File: config.mk
export PLATFORM = sky130hd
export DESIGN_NAME = flash_host
export DESIGN_NICKNAME = d
export VERILOG_FILES = /design/src/rtl/flash_host_pkg.sv /design/src/rtl/flash_host.sv
export SDC_FILE = /design/constraint.sdc
export NUM_CORES = 1
export LEC_CHECK = 0
export ABC_AREA = 1
export BUFFER_PORTS_ARGS = -buffer_cell sky130_fd_sc_hd__buf_2
export CAP_MARGIN = 20
export CORE_MARGIN = 5
export CORE_UTILIZATION = 62
export DETAILED_ROUTE_END_ITERATION = 12
export GPL_ROUTABILITY_DRIVEN = 0
export PLACE_DENSITY = 0.93
export SLEW_MARGIN = 10
export SYNTH_ARGS = -nofsm -noshare
export SYNTH_HDL_FRONTEND = slang
export SYNTH_SLANG_ARGS = --single-unit
File: constraint.sdc
create_clock -name i_ref_clk -period 3.1 [get_ports i_ref_clk]
set_input_delay 0.31 -clock i_ref_clk [delete_from_list [all_inputs] [get_ports i_ref_clk]]
set_output_delay 0.31 -clock i_ref_clk [all_outputs]
set_load 0.03 [all_outputs]
File: src/rtl/flash_host_pkg.sv
package flash_host_pkg;

	localparam longint CLK_HZ = 10_000_000;
	localparam int CLK_PERIOD_NS = 100;

	// Pin timing minimums and the read access maximum, in nanoseconds, and the cycle counts that meet them.
	localparam int WRITE_PULSE_MIN_NS = 35;
	localparam int WRITE_HIGH_MIN_NS = 35;
	localparam int READ_ACCESS_MAX_NS = 70;
	localparam int STROBE_HIGH_MIN_TIME_NS = 50;
	localparam int WRITE_PULSE_CYC = (WRITE_PULSE_MIN_NS + CLK_PERIOD_NS - 1) / CLK_PERIOD_NS;
	localparam int WRITE_HIGH_CYC = (WRITE_HIGH_MIN_NS + CLK_PERIOD_NS - 1) / CLK_PERIOD_NS;
	localparam int STROBE_HIGH_CYC =
		(STROBE_HIGH_MIN_TIME_NS + CLK_PERIOD_NS - 1) / CLK_PERIOD_NS;
	localparam int SYNC_DEPTH = 3;
	localparam int READ_LOW_CYC =
		(READ_ACCESS_MAX_NS + CLK_PERIOD_NS - 1) / CLK_PERIOD_NS + SYNC_DEPTH;

	// Longest erase times in seconds.
	localparam real CHIP_ERASE_MAX_S = 400.0;
	localparam real SECTOR_ERASE_MAX_S = 5.0;

	localparam int ADDR_W = 21;
	localparam int DATA_W = 16;
	localparam int CMD_ADDR_W = 12;
	localparam int TOGGLE_STATUS_LINE = 6;

	// Command words: unlock pair, erase setup, finals, identification.
	localparam logic [11:0] UNLOCK_ADDR_1 = 12'h555;
	localparam logic [11:0] UNLOCK_ADDR_2 = 12'h2AA;
	localparam logic [7:0] UNLOCK_DATA_1 = 8'hAA;
	localparam logic [7:0] UNLOCK_DATA_2 = 8'h55;
	localparam logic [7:0] ERASE_SETUP_DATA = 8'h80;
	localparam logic [7:0] CHIP_ERASE_DATA = 8'h10;
	localparam logic [7:0] SECTOR_ERASE_DATA = 8'h30;
	localparam logic [7:0] ID_ENTRY_DATA = 8'h90;
	localparam logic [7:0] ID_EXIT_DATA = 8'hF0;
	localparam logic [2:0] ERASE_STEPS = 3'h6;
	localparam logic [2:0] ID_LONG_STEPS = 3'h3;
	localparam logic [2:0] ID_SHORT_STEPS = 3'h1;

	typedef enum logic [2:0] {
		OP_READ = 3'h0,
		OP_CHIP_ERASE = 3'h1,
		OP_SECTOR_ERASE = 3'h2,
		OP_ID_ENTRY = 3'h3,
		OP_ID_EXIT_LONG = 3'h4,
		OP_ID_EXIT_SHORT = 3'h5
	} op_t;

	typedef struct packed {
		op_t op;
		logic [ADDR_W-1:0] addr;
	} cmd_t;

	typedef struct packed {
		logic ce_n;
		logic oe_n;
		logic we_n;
		logic [ADDR_W-1:0] addr;
		logic [DATA_W-1:0] dq_out;
		logic dq_oe;
	} pins_t;

	typedef struct packed {
		logic [11:0] addr;
		logic [7:0] data;
		logic last;
	} cmd_word_t;

endpackage
File: src/rtl/flash_host.sv
`timescale 1ns/10ps
`default_nettype none
module flash_host #(
	parameter logic [31:0] CHIP_TIMEOUT_CYC =
		32'(longint'(flash_host_pkg::CHIP_ERASE_MAX_S * real'(flash_host_pkg::CLK_HZ))),
	parameter logic [31:0] SECTOR_TIMEOUT_CYC =
		32'(longint'(flash_host_pkg::SECTOR_ERASE_MAX_S * real'(flash_host_pkg::CLK_HZ)))
) (
	input wire logic i_ref_clk,
	input wire logic i_rstn,
	input wire logic i_cmd_valid,
	input wire flash_host_pkg::cmd_t i_cmd,
	output logic o_cmd_ready,
	output logic o_done,
	output logic o_timeout,
	output logic o_id_mode,
	output logic [flash_host_pkg::DATA_W-1:0] o_rdata,
	output flash_host_pkg::pins_t o_flash,
	input wire logic [flash_host_pkg::DATA_W-1:0] i_flash_dq
);

	typedef enum logic [2:0] {
		ST_IDLE = 3'h0,
		ST_WSET = 3'h1,
		ST_WLOW = 3'h2,
		ST_WHIGH = 3'h3,
		ST_RLOW = 3'h4,
		ST_RHIGH = 3'h5,
		ST_DECIDE = 3'h6,
		ST_DONE = 3'h7
	} state_t;

	state_t state_reg, state_next;
	flash_host_pkg::op_t op_reg, op_next;
	logic [flash_host_pkg::ADDR_W-1:0] addr_reg, addr_next;
	logic [2:0] step_reg, step_next;
	logic [3:0] wait_reg, wait_next;
	logic [31:0] tmo_reg, tmo_next;
	logic prev_reg, prev_next;
	logic have_prev_reg, have_prev_next;
	logic polling_reg, polling_next;
	logic err_reg, err_next;
	logic id_mode_reg, id_mode_next;
	logic done_reg, done_next;
	logic [flash_host_pkg::DATA_W-1:0] rdata_reg, rdata_next;
	flash_host_pkg::pins_t pins_reg, pins_next;
	logic [flash_host_pkg::DATA_W-1:0] dq_s1_reg, dq_s2_reg, dq_s3_reg, dq_acc_reg;
	flash_host_pkg::cmd_word_t word;

	// Command table: address, low data byte and last-step flag per step.
	function automatic flash_host_pkg::cmd_word_t cmd_word(input flash_host_pkg::op_t op,
		input logic [2:0] step);
		flash_host_pkg::cmd_word_t w;
		w.addr = flash_host_pkg::UNLOCK_ADDR_1;
		w.data = flash_host_pkg::UNLOCK_DATA_1;
		w.last = 1'b0;
		if (step == 3'h1 || step == 3'h4)
		begin
			w.addr = flash_host_pkg::UNLOCK_ADDR_2;
			w.data = flash_host_pkg::UNLOCK_DATA_2;
		end
		unique case (op)
			flash_host_pkg::OP_CHIP_ERASE, flash_host_pkg::OP_SECTOR_ERASE:
			begin
				if (step == 3'h2)
					w.data = flash_host_pkg::ERASE_SETUP_DATA;
				w.last = (step == flash_host_pkg::ERASE_STEPS - 3'h1);
				if (w.last && op == flash_host_pkg::OP_CHIP_ERASE)
					w.data = flash_host_pkg::CHIP_ERASE_DATA;
				if (w.last && op == flash_host_pkg::OP_SECTOR_ERASE)
					w.data = flash_host_pkg::SECTOR_ERASE_DATA;
			end
			flash_host_pkg::OP_ID_ENTRY, flash_host_pkg::OP_ID_EXIT_LONG:
			begin
				w.last = (step == flash_host_pkg::ID_LONG_STEPS - 3'h1);
				if (w.last)
					w.data = (op == flash_host_pkg::OP_ID_ENTRY) ?
						flash_host_pkg::ID_ENTRY_DATA : flash_host_pkg::ID_EXIT_DATA;
			end
			flash_host_pkg::OP_ID_EXIT_SHORT, flash_host_pkg::OP_READ:
			begin
				w.data = flash_host_pkg::ID_EXIT_DATA;
				w.last = 1'b1;
			end
		endcase
		return w;
	endfunction

	function automatic logic is_erase(input flash_host_pkg::op_t op);
		return op == flash_host_pkg::OP_CHIP_ERASE || op == flash_host_pkg::OP_SECTOR_ERASE;
	endfunction

	always_comb
	begin
		state_next = state_reg;
		op_next = op_reg;
		addr_next = addr_reg;
		step_next = step_reg;
		wait_next = (state_next == state_reg) ? wait_reg + 4'h1 : 4'h0;
		tmo_next = tmo_reg;
		prev_next = prev_reg;
		have_prev_next = have_prev_reg;
		polling_next = polling_reg;
		err_next = err_reg;
		id_mode_next = id_mode_reg;
		done_next = 1'b0;
		rdata_next = rdata_reg;
		word = cmd_word(op_reg, step_reg);
		if (polling_reg && tmo_reg != 32'h0)
			tmo_next = tmo_reg - 32'h1;
		unique case (state_reg)
			ST_IDLE:
			begin
				if (i_cmd_valid)
				begin
					op_next = i_cmd.op;
					addr_next = i_cmd.addr;
					step_next = 3'h0;
					err_next = 1'b0;
					state_next = (i_cmd.op == flash_host_pkg::OP_READ) ? ST_RLOW : ST_WSET;
				end
			end
			ST_WSET:
				state_next = ST_WLOW;
			ST_WLOW:
				if (wait_reg == 4'(flash_host_pkg::WRITE_PULSE_CYC - 1))
					state_next = ST_WHIGH;
			ST_WHIGH:
			begin
				if (wait_reg == 4'(flash_host_pkg::WRITE_HIGH_CYC - 1))
				begin
					step_next = step_reg + 3'h1;
					state_next = ST_WSET;
					if (word.last)
					begin
						state_next = is_erase(op_reg) ? ST_RLOW : ST_DONE;
						polling_next = is_erase(op_reg);
						have_prev_next = 1'b0;
						tmo_next = SECTOR_TIMEOUT_CYC;
						if (op_reg == flash_host_pkg::OP_CHIP_ERASE)
							tmo_next = CHIP_TIMEOUT_CYC;
						if (op_reg == flash_host_pkg::OP_ID_ENTRY)
							id_mode_next = 1'b1;
						if (op_reg == flash_host_pkg::OP_ID_EXIT_LONG ||
							op_reg == flash_host_pkg::OP_ID_EXIT_SHORT)
							id_mode_next = 1'b0;
					end
				end
			end
			ST_RLOW:
			begin
				// Data takes three stages to settle, so the low phase runs one cycle past them.
				if (wait_reg == 4'(flash_host_pkg::READ_LOW_CYC))
				begin
					rdata_next = dq_acc_reg;
					state_next = ST_RHIGH;
				end
			end
			ST_RHIGH:
				if (wait_reg == 4'(flash_host_pkg::STROBE_HIGH_CYC))
					state_next = polling_reg ? ST_DECIDE : ST_DONE;
			ST_DECIDE:
			begin
				if (have_prev_reg && prev_reg == rdata_reg[flash_host_pkg::TOGGLE_STATUS_LINE])
					state_next = ST_DONE;
				else if (tmo_reg == 32'h0)
				begin
					err_next = 1'b1;
					state_next = ST_DONE;
				end
				else
				begin
					have_prev_next = 1'b1;
					prev_next = rdata_reg[flash_host_pkg::TOGGLE_STATUS_LINE];
					state_next = ST_RLOW;
				end
			end
			ST_DONE:
			begin
				polling_next = 1'b0;
				done_next = 1'b1;
				state_next = ST_IDLE;
			end
		endcase
		wait_next = (state_next == state_reg) ? wait_reg + 4'h1 : 4'h0;
	end

	// Pins are registered from the next state so the device sees no decode glitches.
	always_comb
	begin
		flash_host_pkg::cmd_word_t w;
		w = cmd_word(op_next, step_next);
		pins_next.ce_n = 1'b1;
		pins_next.oe_n = 1'b1;
		pins_next.we_n = 1'b1;
		pins_next.addr = addr_next;
		pins_next.dq_out = pins_reg.dq_out;
		pins_next.dq_oe = 1'b0;
		unique case (state_next)
			ST_WSET, ST_WLOW, ST_WHIGH:
			begin
				// low byte only; low address except on the sector erase final word, which drives the full address
				pins_next.addr = {9'h000, w.addr};
				if (w.last && op_next == flash_host_pkg::OP_SECTOR_ERASE)
					pins_next.addr = addr_next;
				pins_next.dq_out = {8'h00, w.data};
				pins_next.dq_oe = 1'b1;
				pins_next.ce_n = (state_next == ST_WHIGH);
				pins_next.we_n = (state_next != ST_WLOW);
			end
			ST_RLOW:
			begin
				pins_next.ce_n = 1'b0;
				pins_next.oe_n = 1'b0;
			end
			ST_IDLE, ST_RHIGH, ST_DECIDE, ST_DONE:
			begin
			end
		endcase
	end

	always_ff @(posedge i_ref_clk or negedge i_rstn)
	begin
		if (!i_rstn)
		begin
			state_reg <= ST_IDLE;
			op_reg <= flash_host_pkg::OP_READ;
			addr_reg <= '0;
			step_reg <= 3'h0;
			wait_reg <= 4'h0;
			tmo_reg <= 32'h0;
			prev_reg <= 1'b0;
			have_prev_reg <= 1'b0;
			polling_reg <= 1'b0;
			err_reg <= 1'b0;
			id_mode_reg <= 1'b0;
			done_reg <= 1'b0;
			rdata_reg <= '0;
			pins_reg <= '{ce_n: 1'b1, oe_n: 1'b1, we_n: 1'b1, addr: '0, dq_out: '0, dq_oe: 1'b0};
			dq_s1_reg <= '0;
			dq_s2_reg <= '0;
			dq_s3_reg <= '0;
			dq_acc_reg <= '0;
		end
		else
		begin
			state_reg <= state_next;
			op_reg <= op_next;
			addr_reg <= addr_next;
			step_reg <= step_next;
			wait_reg <= wait_next;
			tmo_reg <= tmo_next;
			prev_reg <= prev_next;
			have_prev_reg <= have_prev_next;
			polling_reg <= polling_next;
			err_reg <= err_next;
			id_mode_reg <= id_mode_next;
			done_reg <= done_next;
			rdata_reg <= rdata_next;
			pins_reg <= pins_next;
			dq_s1_reg <= i_flash_dq;
			dq_s2_reg <= dq_s1_reg;
			dq_s3_reg <= dq_s2_reg;
			if (dq_s2_reg == dq_s3_reg)
				dq_acc_reg <= dq_s3_reg;
		end
	end

	assign o_cmd_ready = (state_reg == ST_IDLE);
	assign o_done = done_reg;
	assign o_timeout = err_reg;
	assign o_id_mode = id_mode_reg;
	assign o_rdata = rdata_reg;
	assign o_flash = pins_reg;
endmodule
`default_nettype wire

Yosys cells after proc, flatten, opt, wreduce, memory -nomap -nowiden:

Cells that the tools add are included.

* input port bits: 43
* bits in registers: 185
* word-level logic and storage cells: 151

* bitwise gates (word level): 2
* reductions and logical operators: 32
* add/subtract/negate cells: 3
* multiplexer cells: 52
* equality and inequality tests: 39

Operator list (number)
* two-way mux 32 bit: 5
* two-way mux 21 bit: 3
* two-way mux 39 bit: 1
* equality test 3 bit, second input constant: 12
* two-way mux 3 bit: 11
* logical NOT 32 bit: 1
* two-way mux 8 bit: 4
* nonzero test 32 bit: 1
* subtractor 32 x 1 -> 32 bit, second input constant: 1
* equality test 3 x 2 -> 1 bit, second input constant: 10
* one-hot mux 9 bit (3 select lines): 1
* one-hot mux 3 bit (8 select lines): 1
* two-way mux 19 bit: 1
* equality test 16 bit: 1
* equality test 3 x 1 -> 1 bit, second input constant: 5
* two-way mux 1 bit: 14
* logical NOT 3 bit: 4
* != test 2 bit, second input constant: 6
* OR reduction 2 bit: 6
* one-hot mux 1 bit (2 select lines): 4
* AND reduction 4 bit: 2
* nonzero test 2 bit: 4
* two-way mux 7 bit: 1
* two-way mux 2 bit: 3
* other kinds (18): 26

Depth between registers and ports, before layout:

* depth in word-level cells: 13
* depth in mapped cells: 17
* gate-level depth less buffers: 16

Least setup slack after synthesis:

No wires, ideal clock.

* path type: reg-to-reg
* start point: reg tmo_reg[0]
* end point: reg pins_reg, in the netlist o_flash[19]
* clock period less this slack: 1.873 ns
* slack: 1.227 ns
* arrival: 1.757 ns
* stages on the path, launching flop included: 17
* cells stage by stage: dfrtp_1 -> inv_1 -> ha_1 -> nand2_1 -> nor2_1 -> nand2_1 -> nor2_1 -> nand2_1 -> nand2_1 -> nand2_1 -> nand3_2 -> nand2_2 -> nand2_2 -> nand2_4 -> buf_4 -> nand2_1 -> nand2_1

RTL lines
* start: declaration: RTL line flash_host.sv:38 `logic [31:0] tmo_reg, tmo_next;`
* start signal: assignment: RTL line flash_host.sv:252 `tmo_reg <= tmo_next;`
* end signal: assignment: RTL line flash_host.sv:239 `pins_reg <= '{ce_n: 1'b1, oe_n: 1'b1, we_n: 1'b1, addr: '0, dq_out: '0, dq_oe: 1'b0};`
* end signal: assignment: RTL line flash_host.sv:260 `pins_reg <= pins_next;`
* end: declaration: RTL line flash_host.sv:46 `flash_host_pkg::pins_t pins_reg, pins_next;`

==> summary.md <==
| Metric | Value |
|---|---|
| Vias after detailed routing | 6673 |
| Synth cell types | 39 |
| Pins Over Slew Limit | 0 |
| Cts bufs inserted | 17 |
| Fin crit period | 2.525 ns |
| Static leakage | 4.972 nW |
| RSZ-0062 raised after global routing | no |
| Power per cell area | 1025 nW/um^2 |
| Post-synth EDFFs | 0 |
| Final setup margin | 0.5752 ns |
| Clk_skew | 0.01795 ns |
| Die Height | 124.9 um |
| Hold depth | 3 |
| Worst slew margin | 0.5066 |
| Netlist Area Pre-Place | 8187 sq um |
| Period utilisation layout | 0.8144 |
| Area leader, netlist | dfrtp_1 |
| Worst endpoint data arrival time | 2.84 ns |
| Max FO, Critical Path | 28 |
| DR pass1 iterations | 9 |
| RR Endpoint | o_flash[17] |
| Kind of critical path | reg -> reg |
| Final-report setup violation count | 0 |
| Worst Hold Endpoint | addr_reg[18] |
| # rows | 42 |
| Die ar. | 15600 sq um |
| Dpl hpwl | 12810 um |
| Setup TNS | 0 ns |
| Asr flop ratio synth | 1.000 |
| Wire length per cell | 15.23 um |
| Worst slew pin tran | 0.7401 ns |
| Layout cells sized above 1 | 0.1738 |
| Final hold violations | 0 |
| Top-area cell type share of the netlist area | 0.5502 |
| Latest clock arrival within the worst-skew pair | 0.45 ns |
| Most frequent cells in the layout | 237 x nand2_1, 180 x dfrtp_1, 115 x inv_1 |
| Residual DRC | 0 |
| Post-Place Worst Slack | 0.7931 ns |
| Longest Clk Path Bufs | 2 |
| Boundary Pins | 104 |
| Synth area leaders | dfrtp_1 55%, nand2_1 11%, inv_1 5.3% |
| Crit end category | flip-flop |
| Required time of the critical path | 3.42 ns |
| Worst setup path start | state_reg[1] |
| Max_cap viols | 0 |
| Clock H-tree levels | 4 |
| Antenna viol nets, final | 0 |
| Reg2reg path depth | 13 |
| Buffers on Ports | 95 |
| Clock tree from TritonCTS | built |
| Worst Setup Start Kind | flip-flop |
| Clock Sinks | 183 |
| HP Class | in -> reg |
| DIE WIDTH | 124.9 um |
| First DRT Iteration DRCs | 550 |
| Clk pin slew, worst setup/hold paths | 0.07 ns |
| GRT Total Usage | 0.2529 |
| R2R setup slack | 0.58 ns |
| Post-synthesis cell count | 943 |
| Commonest non-fill, non-tap cell in the layout | nand2_1 |
| Hold Crit Start | i_cmd[18] |
| Flip-flop count of the largest register after layout | 32 |
| ANT cells | 0 |
| #FFs+latches synth | 183 |
| Synthesized area per cell | 8.681 sq um |
| Peak VDD IR | 0.9917 mV |
| Largest net degree at the start of global routing | 81 |
| Congestion Overflow GR | 0 |
| Initial antenna violation count | 0 |
| First-pass GRT wire length | 31850 um |
| Area grow syn2layout | 17.21% |
| Initial Util | 0.6256 |
| Run status | complete, no violations |
| Final WL | 19070 um |
| Vias in the first global route | 6589 |
| Register area share after synthesis | 0.5598 |
| FMAX | 0.3961 GHz |
| Routed vias/inst | 5.330 |
| Final net count | 1111 |
| Main synth FF type | dfrtp_1 |
| Yosys warning total | 0 |
| Clock Tree Root | clkbuf_16 |
| Core area | 13090 sq um |
| R2R Path Start | state_reg[1] |
-- layer usage --
metal  wire length (um)  vias to the layer above  track usage  part of all wire
li1                   -                     3168            -                 -
met3               1141                       50      0.05446             0.060
met2               9386                      254       0.4094              0.49
met1               8006                     3201       0.3374              0.42
met4                530                        0       0.1001             0.028
met5                  0                        -            0                 0
-- cell usage after synthesis (3+ instances only) --
cell type / count
nand2_2: 9
clkbuf_1: 12
xor2_1: 25
ha_1: 5
o21ai_0: 55
nand3_1: 47
nand4_1: 12
nand2_4: 3
a21oi_1: 27
nand3_2: 5
inv_1: 115
buf_4: 11
and2_1: 11
o21ai_1: 16
inv_2: 7
nand2_1: 237
nor2_2: 4
dfrtp_1: 180
nor4_1: 4
xnor2_1: 6
or2_2: 10
dfstp_2: 3
buf_6: 4
nor3_1: 12
nor2_4: 6
nor2_1: 100
-- repair_timing --
item | CTS | global route
resized for setup | 0 | 0
endpoints found under the hold margin | 92 | 0
hold buffers | 17 | 0
setup buffers | 0 | 0
-- critical path, cell delays in order (launching register included) --
cell and delay, ns:
dfrtp_1 0.53, nor2_4 0.08, nand2_4 0.13, inv_4 0.07
nand2_4 0.25, nand2_1 0.10, nand2_1 0.15, nand2_1 0.09
nor2_2 0.19, nand2_2 0.24, nand2_2 0.19, o21ai_0 0.16
nand2_1 0.12, nand2_1 0.09
-- worst max-delay path by stage --
| stage | endpoint | slack (ns) | depth (start not counted) |
|---|---|---|---|
| global placement | o_flash[34] | 0.89 | 12 |
| finish | o_flash[17] | 0.58 | 13 |
| global route | o_flash[32] | 0.45 | 15 |
| floorplan | o_flash[19] | 1.23 | 16 |
| CTS | o_flash[17] | 0.64 | 13 |
| detailed placement | o_flash[32] | 0.79 | 15 |
-- cells by family after synthesis --
kind of cell	after synthesis	synth area share
fa+ha+maj	5	0.007642
simple gates	461	0.2482
other cells	1	0.0004581
mux	1	0.001375
buf+inv	152	0.07917
xor+xnor	31	0.03317
flops	183	0.5598
compound gates	109	0.07015
-- stage by stage --
step                      power [W]    util  hold slack [ns]  area, sq um  cells
after global routing        0.01049  0.7333           0.1445         9595   1252
final                      0.009833  0.7333           0.1254         9595   1252
after floorplan            0.006590       -          0.01441         8213    950
after global placement     0.007304  0.6744           0.3313         8825   1203
after CTS                  0.009794  0.7333           0.1252         9595   1252
after detailed placement   0.007533  0.6744           0.3358         8825   1203
-- where the power goes --
part	internal (W)	total, W	switching [W]
registers	0.00307	0.00350	0.000429
clock network	0.00117	0.00218	0.00100
logic	0.00125	0.00416	0.00291
-- final cells by class --
class                      count  area, sq um
clock buffer                  19        442.9
tap                          176        220.2
fill                         832         3490
multi-input combinational    615         2982
timing repair buffer         122        739.5
sequential                   183         4583
clock inverter                13        157.7
inverter                     124        470.5
(Power assumes the default switching activity.)
